==> config.mk <==
export PLATFORM = sky130hd
export DESIGN_NAME = bpb_gpio_ports
export DESIGN_NICKNAME = d
export VERILOG_FILES = /design/src/pkg/bpb_pkg.sv /design/src/core/bpb_gpio_ports.sv
export VERILOG_INCLUDE_DIRS = /design/src /design/src/pkg
export SDC_FILE = /design/constraint.sdc
export NUM_CORES = 1
export LEC_CHECK = 0
export BUFFER_PORTS_ARGS = -buffer_cell sky130_fd_sc_hd__buf_2
export CAP_MARGIN = 10
export CORE_UTILIZATION = 25
export CTS_CLUSTER_DIAMETER = 60
export DETAILED_ROUTE_END_ITERATION = 12
export HOLD_SLACK_MARGIN = 0.1
export PLACE_DENSITY = 0.56
export SLEW_MARGIN = 10
export SYNTH_ARGS = -nofsm -noshare
export SYNTH_HDL_FRONTEND = slang
export SYNTH_SLANG_ARGS = --single-unit
==> constraint.sdc <==
create_clock -name clk_sys_in -period 2.5 [get_ports clk_sys_in]
set_input_delay 0.125 -clock clk_sys_in [delete_from_list [all_inputs] [get_ports clk_sys_in]]
set_output_delay 0.125 -clock clk_sys_in [all_outputs]
set_load 0.01 [all_outputs]
==> src/pkg/bpb_map.svh <==
`ifndef BPB_MAP_SVH
`define BPB_MAP_SVH

// ----------------------------------------------------------------
// Register indices (byte address is four times the index)
// ----------------------------------------------------------------
`define BPB_IDX_PORT_B_DATA 6'h01
`define BPB_IDX_PORT_C_DATA 6'h02
`define BPB_IDX_PORT_B_DIR 6'h05
`define BPB_IDX_PORT_C_DIR 6'h06
`define BPB_IDX_PORT_A_PUE 6'h0D
`define BPB_IDX_PORT_C_PUE 6'h0E

// ----------------------------------------------------------------
// Reset values and bus answers
// ----------------------------------------------------------------
`define BPB_RST_DIR 8'h00
`define BPB_RST_PUE 8'h00
`define BPB_RST_OE_N 8'hFF
`define BPB_RESP_OKAY 2'b00
`define BPB_RESP_SLVERR 2'b10
`define BPB_ADC_PINS 8

`endif

==> src/pkg/bpb_pkg.sv <==
package bpb_pkg;

    // ----------------------------------------------------------------
    // Register selection
    // ----------------------------------------------------------------
    typedef enum logic [2:0] {
        BPB_SEL_NONE,
        BPB_SEL_B_DATA,
        BPB_SEL_C_DATA,
        BPB_SEL_B_DIR,
        BPB_SEL_C_DIR,
        BPB_SEL_A_PUE,
        BPB_SEL_C_PUE
    } bpb_sel_type;

    // ----------------------------------------------------------------
    // Held write request
    // ----------------------------------------------------------------
    typedef struct packed {
        logic [31:0] data;
        logic [3:0] strb;
    } bpb_wdata_type;

endpackage

==> src/core/bpb_gpio_ports.sv <==
// Design decision made here: the AXI4-Lite slave port.
`timescale 1ns/1ps
`include "bpb_map.svh"
// Overview of operation
// - Port A pullup enable 1 connects pin pullup while input; 0 disconnects.
// - Port A pullup forced off whenever the pin direction is output.
// - Port B has eight read/write data latches at index 1, unaffected by reset.
// - Converter channel select forces its port B pin to analog input.
// - Unselected port B pins act as normal digital I/O.
// - Port B direction 1 enables output buffer, 0 makes pin an input.
// - Reset clears all port B direction bits.
// - Port B read returns latch for outputs, pin level for inputs.
// - Data writes with byte lane 0 strobed update latch, whatever the direction; input pins still read pin level.
// - Port C has seven data latches unaffected by reset.
// - Port C direction 1 drives, 0 inputs; reset clears all seven.
// - Port C read returns latch for outputs, pin level for inputs.
// - Port C pullup enable 1 connects pullup while input; 0 disconnects.
// - Port C pullup forced off whenever the pin direction is output.
// - Port B has no pullup control at all.
module bpb_gpio_ports
    import bpb_pkg::*;
#(
    parameter int PORT_C_WIDTH = 7,
    parameter int ADC_CH_WIDTH = 5
) (
    // Clock and reset
    input wire logic clk_sys_in,
    input wire logic sys_rst_in,
    // AXI4-Lite write address and data
    input wire logic [31:0] s_axi_awaddr_in,
    input wire logic s_axi_awvalid_in,
    output logic s_axi_awready_out,
    input wire logic [31:0] s_axi_wdata_in,
    input wire logic [3:0] s_axi_wstrb_in,
    input wire logic s_axi_wvalid_in,
    output logic s_axi_wready_out,
    // AXI4-Lite write response
    output logic [1:0] s_axi_bresp_out,
    output logic s_axi_bvalid_out,
    input wire logic s_axi_bready_in,
    // AXI4-Lite read
    input wire logic [31:0] s_axi_araddr_in,
    input wire logic s_axi_arvalid_in,
    output logic s_axi_arready_out,
    output logic [31:0] s_axi_rdata_out,
    output logic [1:0] s_axi_rresp_out,
    output logic s_axi_rvalid_out,
    input wire logic s_axi_rready_in,
    // Neighbouring logic
    input wire logic [7:0] port_a_direction_in,
    input wire logic [ADC_CH_WIDTH-1:0] adc_channel_in,
    // Port A pullups
    output logic [7:0] port_a_pullup_out,
    // Port B pins
    input wire logic [7:0] port_b_pin_in,
    output logic [7:0] port_b_pin_out,
    output logic [7:0] port_b_pin_oe_n_out,
    output logic [7:0] converter_analog_inputs_out,
    // Port C pins
    input wire logic [PORT_C_WIDTH-1:0] port_c_pin_in,
    output logic [PORT_C_WIDTH-1:0] port_c_pin_out,
    output logic [PORT_C_WIDTH-1:0] port_c_pin_oe_n_out,
    output logic [PORT_C_WIDTH-1:0] port_c_pullup_out
);

    // ----------------------------------------------------------------
    // Parameter checks
    // ----------------------------------------------------------------
    if (PORT_C_WIDTH < 1 || PORT_C_WIDTH > 8) begin : g_bad_c
        $error("PORT_C_WIDTH must lie in 1 to 8");
    end
    if (ADC_CH_WIDTH < 3 || ADC_CH_WIDTH > 8) begin : g_bad_ch
        $error("ADC_CH_WIDTH must lie in 3 to 8");
    end

    // ----------------------------------------------------------------
    // Decode
    // ----------------------------------------------------------------
    function automatic bpb_sel_type reg_select(input logic [31:0] addr);
        logic [5:0] idx;
        idx = addr[7:2];
        if (addr[31:8] != 24'h00_0000) begin
            reg_select = BPB_SEL_NONE;
        end else if (idx == `BPB_IDX_PORT_B_DATA) begin
            reg_select = BPB_SEL_B_DATA;
        end else if (idx == `BPB_IDX_PORT_C_DATA) begin
            reg_select = BPB_SEL_C_DATA;
        end else if (idx == `BPB_IDX_PORT_B_DIR) begin
            reg_select = BPB_SEL_B_DIR;
        end else if (idx == `BPB_IDX_PORT_C_DIR) begin
            reg_select = BPB_SEL_C_DIR;
        end else if (idx == `BPB_IDX_PORT_A_PUE) begin
            reg_select = BPB_SEL_A_PUE;
        end else if (idx == `BPB_IDX_PORT_C_PUE) begin
            reg_select = BPB_SEL_C_PUE;
        end else begin
            reg_select = BPB_SEL_NONE;
        end
    endfunction

    // ----------------------------------------------------------------
    // Declarations
    // ----------------------------------------------------------------
    logic [7:0] port_b_data_latch_reg;
    logic [PORT_C_WIDTH-1:0] port_c_data_latch_reg;
    logic [7:0] port_b_direction_reg;
    logic [PORT_C_WIDTH-1:0] port_c_direction_reg;
    logic [7:0] port_a_pullup_enable_reg;
    logic [PORT_C_WIDTH-1:0] port_c_pullup_enable_reg;
    logic [7:0] pin_b_meta_reg;
    logic [7:0] pin_b_sync_reg;
    logic [PORT_C_WIDTH-1:0] pin_c_meta_reg;
    logic [PORT_C_WIDTH-1:0] pin_c_sync_reg;
    logic aw_held_reg;
    logic w_held_reg;
    logic [31:0] awaddr_reg;
    bpb_wdata_type wreq_reg;
    logic awready_reg;
    logic wready_reg;
    logic bvalid_reg;
    logic [1:0] bresp_reg;
    logic arready_reg;
    logic rvalid_reg;
    logic [1:0] rresp_reg;
    logic [31:0] rdata_reg;
    logic [7:0] pin_b_oe_n_reg;
    logic [PORT_C_WIDTH-1:0] pin_c_oe_n_reg;
    logic [7:0] analog_sel_reg;
    logic [7:0] pullup_a_reg;
    logic [PORT_C_WIDTH-1:0] pullup_c_reg;
    logic aw_take;
    logic w_take;
    logic ar_take;
    logic do_write;
    logic aw_held_next;
    logic w_held_next;
    logic wr_lane0;
    bpb_sel_type wr_sel;
    bpb_sel_type rd_sel;
    logic [7:0] analog_next;
    logic [7:0] rd_b_data;
    logic [7:0] rd_c_data;
    logic [31:0] rdata_next;

    // ----------------------------------------------------------------
    // Pin synchronisers
    // ----------------------------------------------------------------
    always_ff @(posedge clk_sys_in) begin
        pin_b_meta_reg <= port_b_pin_in;
        pin_b_sync_reg <= pin_b_meta_reg;
        pin_c_meta_reg <= port_c_pin_in;
        pin_c_sync_reg <= pin_c_meta_reg;
    end

    // ----------------------------------------------------------------
    // Write channel
    // ----------------------------------------------------------------
    // Address and data may arrive in either order; each is held until both are in.
    assign aw_take = s_axi_awvalid_in && awready_reg;
    assign w_take = s_axi_wvalid_in && wready_reg;
    assign do_write = aw_held_reg && w_held_reg && !bvalid_reg;
    assign aw_held_next = aw_held_reg ? !do_write : aw_take;
    assign w_held_next = w_held_reg ? !do_write : w_take;
    assign wr_sel = reg_select(awaddr_reg);
    assign wr_lane0 = do_write && wreq_reg.strb[0];

    always_ff @(posedge clk_sys_in) begin
        if (sys_rst_in) begin
            aw_held_reg <= 1'b0;
            w_held_reg <= 1'b0;
            awready_reg <= 1'b0;
            wready_reg <= 1'b0;
            awaddr_reg <= 32'h0000_0000;
            wreq_reg <= '0;
        end else begin
            aw_held_reg <= aw_held_next;
            w_held_reg <= w_held_next;
            awready_reg <= !aw_held_next;
            wready_reg <= !w_held_next;
            if (aw_take) begin
                awaddr_reg <= s_axi_awaddr_in;
            end
            if (w_take) begin
                wreq_reg <= '{data: s_axi_wdata_in, strb: s_axi_wstrb_in};
            end
        end
    end

    always_ff @(posedge clk_sys_in) begin
        if (sys_rst_in) begin
            bvalid_reg <= 1'b0;
            bresp_reg <= `BPB_RESP_OKAY;
        end else if (do_write) begin
            bvalid_reg <= 1'b1;
            bresp_reg <= (wr_sel == BPB_SEL_NONE) ? `BPB_RESP_SLVERR : `BPB_RESP_OKAY;
        end else if (s_axi_bready_in) begin
            bvalid_reg <= 1'b0;
        end
    end

    // ----------------------------------------------------------------
    // Data latches
    // ----------------------------------------------------------------
    // No reset here: the latches keep their contents across reset.
    always_ff @(posedge clk_sys_in) begin
        if (wr_lane0 && wr_sel == BPB_SEL_B_DATA) begin
            port_b_data_latch_reg <= wreq_reg.data[7:0];
        end
        if (wr_lane0 && wr_sel == BPB_SEL_C_DATA) begin
            port_c_data_latch_reg <= wreq_reg.data[PORT_C_WIDTH-1:0];
        end
    end

    // ----------------------------------------------------------------
    // Direction and pullup enables
    // ----------------------------------------------------------------
    always_ff @(posedge clk_sys_in) begin
        if (sys_rst_in) begin
            port_b_direction_reg <= `BPB_RST_DIR;
            port_c_direction_reg <= PORT_C_WIDTH'(`BPB_RST_DIR);
            port_a_pullup_enable_reg <= `BPB_RST_PUE;
            port_c_pullup_enable_reg <= PORT_C_WIDTH'(`BPB_RST_PUE);
        end else if (wr_lane0) begin
            if (wr_sel == BPB_SEL_B_DIR) begin
                port_b_direction_reg <= wreq_reg.data[7:0];
            end
            if (wr_sel == BPB_SEL_C_DIR) begin
                port_c_direction_reg <= wreq_reg.data[PORT_C_WIDTH-1:0];
            end
            if (wr_sel == BPB_SEL_A_PUE) begin
                port_a_pullup_enable_reg <= wreq_reg.data[7:0];
            end
            if (wr_sel == BPB_SEL_C_PUE) begin
                port_c_pullup_enable_reg <= wreq_reg.data[PORT_C_WIDTH-1:0];
            end
        end
    end

    // ----------------------------------------------------------------
    // Read channel
    // ----------------------------------------------------------------
    assign ar_take = s_axi_arvalid_in && arready_reg;
    assign rd_sel = reg_select(s_axi_araddr_in);
    assign rd_b_data = (port_b_direction_reg & port_b_data_latch_reg)
        | (~port_b_direction_reg & pin_b_sync_reg);
    assign rd_c_data = 8'((port_c_direction_reg & port_c_data_latch_reg)
        | (~port_c_direction_reg & pin_c_sync_reg));

    always_comb begin
        rdata_next = 32'h0000_0000;
        if (rd_sel == BPB_SEL_B_DATA) begin
            rdata_next[7:0] = rd_b_data;
        end else if (rd_sel == BPB_SEL_C_DATA) begin
            rdata_next[7:0] = rd_c_data;
        end else if (rd_sel == BPB_SEL_B_DIR) begin
            rdata_next[7:0] = port_b_direction_reg;
        end else if (rd_sel == BPB_SEL_C_DIR) begin
            rdata_next[7:0] = 8'(port_c_direction_reg);
        end else if (rd_sel == BPB_SEL_A_PUE) begin
            rdata_next[7:0] = port_a_pullup_enable_reg;
        end else if (rd_sel == BPB_SEL_C_PUE) begin
            rdata_next[7:0] = 8'(port_c_pullup_enable_reg);
        end
    end

    always_ff @(posedge clk_sys_in) begin
        if (sys_rst_in) begin
            arready_reg <= 1'b0;
            rvalid_reg <= 1'b0;
            rresp_reg <= `BPB_RESP_OKAY;
            rdata_reg <= 32'h0000_0000;
        end else begin
            arready_reg <= !ar_take && (!rvalid_reg || s_axi_rready_in);
            if (ar_take) begin
                rvalid_reg <= 1'b1;
                rdata_reg <= rdata_next;
                rresp_reg <= (rd_sel == BPB_SEL_NONE) ? `BPB_RESP_SLVERR : `BPB_RESP_OKAY;
            end else if (s_axi_rready_in) begin
                rvalid_reg <= 1'b0;
            end
        end
    end

    // ----------------------------------------------------------------
    // Pin control
    // ----------------------------------------------------------------
    // Only channel numbers below eight reach a port B pin; others are internal.
    generate
        for (genvar i = 0; i < `BPB_ADC_PINS; i++) begin : g_analog
            assign analog_next[i] = (adc_channel_in == ADC_CH_WIDTH'(i));
        end
    endgenerate

    // Drive and pullup controls cost one cycle of latency after the register write.
    always_ff @(posedge clk_sys_in) begin
        if (sys_rst_in) begin
            pin_b_oe_n_reg <= `BPB_RST_OE_N;
            pin_c_oe_n_reg <= PORT_C_WIDTH'(`BPB_RST_OE_N);
            analog_sel_reg <= 8'h00;
            pullup_a_reg <= 8'h00;
            pullup_c_reg <= '0;
        end else begin
            pin_b_oe_n_reg <= ~(port_b_direction_reg & ~analog_next);
            pin_c_oe_n_reg <= ~port_c_direction_reg;
            analog_sel_reg <= analog_next;
            pullup_a_reg <= port_a_pullup_enable_reg & ~port_a_direction_in;
            pullup_c_reg <= port_c_pullup_enable_reg & ~port_c_direction_reg;
        end
    end

    // Port B carries no pullup output at all.
    assign port_b_pin_out = port_b_data_latch_reg;
    assign port_b_pin_oe_n_out = pin_b_oe_n_reg;
    assign converter_analog_inputs_out = analog_sel_reg;
    assign port_c_pin_out = port_c_data_latch_reg;
    assign port_c_pin_oe_n_out = pin_c_oe_n_reg;
    assign port_c_pullup_out = pullup_c_reg;
    assign port_a_pullup_out = pullup_a_reg;
    assign s_axi_awready_out = awready_reg;
    assign s_axi_wready_out = wready_reg;
    assign s_axi_bvalid_out = bvalid_reg;
    assign s_axi_bresp_out = bresp_reg;
    assign s_axi_arready_out = arready_reg;
    assign s_axi_rvalid_out = rvalid_reg;
    assign s_axi_rdata_out = rdata_reg;
    assign s_axi_rresp_out = rresp_reg;
endmodule

==> metrics.md <==
| Metric | Value |
|---|---|
| R2R Path End | port_c_pullup_enable_reg[6]$_SDFFE_PP0P_ |
| Seq/Total Area, Yosys | between 50 and 60% |
| Slew Viols, Final | 0 |
| Skew final | approximately 10 ps |
| Post-DP HPWL | approximately 13 mm |
| MaxCap Viol Count | 0 |
| TritonCTS buffer count | 17 |
| Starting Density | about a quarter |
| Final setup vio count | 0 |
| Synth-to-layout area growth | 40.0% |
| Routed length per instance | 14.5 µm |
| Crit end category | flop |
| Clk buf depth | 2 |
| CP required | 2840 ps |
| Antenna-violating nets left | 0 |
| Cell Rows | 56 |
| Pin count of the biggest net entering global routing | 44 |
| Syn. warnings | 0 |
| CP max-delay cell | nor4_1 |
| Cells after synthesis | between 600 and 700 |
| Crit-path most repeated cell | nand4_1 |
| Most used DFF post-synth | dfxtp_1 |
| Worst vdd ir | around 0.32 mV |
| R2R depth | 5 |
| Final Wtd Congestion | 0.836 |
| Later-pin clock latency in the skew report | about 430 ps |
| IO Port Bufs | around 170 |
| CP max FO | 7 |
| Violation count after the first detailed-route iteration | around 240 |
| CP Class | reg -> reg |
| Die W | approximately 160 µm |
| Mean Syn Cell Area | just under 10 µm² |
| Critical Path Source | awaddr_reg[11]$_SDFFE_PP0P_ |
| IO Pins | 229 |
| Worst path cell trace | nor4_1 -> nand4_1 -> nor3b_2 -> nand4_1 -> o21ai_0 |
| Critical Path AT | around 2500 ps |
| R2R Path Start | awaddr_reg[11]$_SDFFE_PP0P_ |
| Routed wire length | around 17 mm |
| DRC | 0 |
| CTS HTree Levels | 4 |
| Area occupied by multi-input gates | roughly 2400 µm² |
| Post-synthesis mux area share | about 4.8% |
| Worst-path clk slew | about 70 ps |
| Die area | about 25000 µm² |
| FF-to-FF setup slack | 370 ps |
| Worst min-delay path category | in -> reg |
| PwrDens | just under 700 nW/µm² |
| GRT overflow | 0 |
| Adder-cell area share of the yosys netlist | 0% |
| CTS tree | built |
| Slew @ Worst Pin | approximately 970 ps |
| First-pass GRT wire length | approximately 26 mm |
| Setup TNS | 0 ps |
| Final min period | 2130 ps |
| Register area | between 3000 and 4000 µm² |
| Startpoint class of the critical path | flop |
| Share of cells above drive strength 1 | between 20% and 30% |
| Final Cycle Share | a little under nine tenths |
| Worst hold slack | 166 ps |
| Core area | 23700 µm² |
| Worst Setup EP | port_c_pullup_enable_reg[6]$_SDFFE_PP0P_ |
| Die Ht | between 150 and 200 µm |
| Leakage | 3.41 nW |
| Fin util | a little over a third |
| Syn Std Cell Area | ~6000 µm² |
| Status | finished clean |
| Fillers | approximately 2500 |
| Initial antenna violation count | 0 |
| Vias in the first global route | approximately 4700 |
| Share of flip-flops with an asynchronous set or reset | 0% |
| Post-Synth XOR/XNOR Area | 0% |
| Final Hold Fails | 0 |
| Pre-antenna DRT Iters | 4 |
| All-Layer GR Usage | roughly 14% |
| Slew margin rel. | a little over a third |
| Clock sink total | around 170 |
| Via/cell ratio | around 4.2 |
| Simple-Gate Fraction of Synth Area | a little over a fifth |
| Via Count | between 5000 and 6000 |
| Max frequency | 470 MHz |
| Largest register FFs | 30 |
| Synth Area in Compound Gates | about a tenth |
| Largest family of logic cells by synthesized area | simple AND/OR/NAND/NOR gates |
| EDFF count, synth | 15 |
| RSZ-0062 raised after global routing | false |
| Seq cells post-synth | about 170 |
| Clk root buf | clkbuf_16 |
| Post-layout nets | between 1000 and 1500 |
| Synth cell types | 42 |
| CP max stage delay | approximately 450 ps |
==> area by class of cell <==
type | count | area share, %
sequential | 169 | 41.4
multi-input combinational | 424 | 27.5
timing repair buffer | 256 | 19.7
clock buffer | 17 | 4.98
tap | 319 | 4.67
clock inverter | 15 | 1.65
inverter | 2 | 0.0879
antenna | 1 | 0.0293
==> Yosys cell counts, types with 2 or more instances <==
library cell  count  area, µm²
o21a_1            2       15.0
clkbuf_1         24       90.1
a21o_1            3       22.5
or3_1             6       37.5
dfxtp_1         154       3080
inv_1             2       7.51
buf_4            27        203
mux2_2            8       90.1
o22ai_1           7       43.8
or2_2             2       12.5
and2_1            2       12.5
nand3_1           6       30.0
nor3_1            4       20.0
nor3b_1          15        113
nand2_1          99        372
edfxtp_1         15        450
a221oi_1          2       17.5
nor2b_1          18        113
o21ai_0          39        195
a31oi_1           3       18.8
nand3b_1         20        150
nor2_1           28        105
or3b_2            2       17.5
a22oi_1           3       22.5
a21oi_1          54        270
buf_2             2       10.0
nand2b_1         25        156
nor4_1           14       87.6
nand4_1           5       31.3
mux2i_1          20        200
==> metal layers <==
metal | wire length (µm) | track usage (%) | share of wire, %
met1 | 8250 | 18.7 | 47
met2 | 7950 | 22.0 | 45
met4 | 440 | 6.41 | 2.5
met5 | 0 | 0 | 0
met3 | 849 | 3.26 | 4.9
==> what timing repair did <==
item | CTS | global route
resized for setup | 0 | 0
hold buffers | 75 | 0
buffers inserted | 0 | 0
endpoints found under the hold margin | 82 | 0
==> placed cells by master (no fill, tap or decap), drive strengths merged, types with 14 or more instances in the layout <==
master / Yosys / layout
nor2b: 18 / 18
nand2: 99 / 99
mux2i: 20 / 20
nand3b: 20 / 20
nor2: 28 / 28
nor3b: 16 / 16
nor4: 14 / 14
buf: 29 / 181
dlygate4sd3: 0 / 75
edfxtp: 15 / 15
o21ai: 40 / 40
nand2b: 25 / 25
clkbuf: 24 / 17
conb: 1 / 26
a21oi: 54 / 54
dfxtp: 154 / 154
==> worst min path at each step <==
stage                             start                               to  slack (ps)  depth (start not counted)
finish              s_axi_araddr_in[21]  s_axi_rresp_out[1]$_SDFFE_PP0P_         170                          5
global route        s_axi_araddr_in[21]  s_axi_rdata_out[7]$_SDFFE_PP0P_         240                          6
floorplan              port_b_pin_in[0]        pin_b_meta_reg[0]$_DFF_P_         150                          0
CTS                 s_axi_araddr_in[21]  s_axi_rresp_out[1]$_SDFFE_PP0P_         170                          5
global placement       port_c_pin_in[6]        pin_c_meta_reg[6]$_DFF_P_         230                          1
detailed placement     port_b_pin_in[6]        pin_b_meta_reg[6]$_DFF_P_         230                          1
==> worst max-delay path: cells and delay by family, from the launching register on <==
family | cells | cell delay (ps)
compound gates | 1 | 290
flops | 1 | 310
simple gates | 4 | 1430
==> report_power, final <==
group | switching, mW | internal [mW] | total, mW | leakage (nW)
clock | 1.14 | 1.39 | 2.53 | 0.281
combinational | 0.224 | 0.226 | 0.449 | 1.74
sequential | 0.0417 | 2.80 | 2.84 | 1.39
total | 1.40 | 4.41 | 5.82 | 3.41
==> logic make-up after synthesis <==
logic type / after synthesis
other: 1
buffers and inverters: 55
and+or+nand+nor: 254
muxes: 28
AOI/OAI and AO/OA: 116
DFF: 169
==> through the flow <==
step	total power [mW]	instance area, µm²	worst slack [ps]	cells
4_1_cts	5.89	8540	364	1202
5_1_grt	6.07	8540	257	1202
6_report	5.82	8540	372	1203
3_3_place_gp	3.26	7220	477	1095
3_5_place_dp	3.26	7220	370	1095
2_1_floorplan	3.12	6200	299	648
No activity file was read; power rests on OpenSTA's default activity.
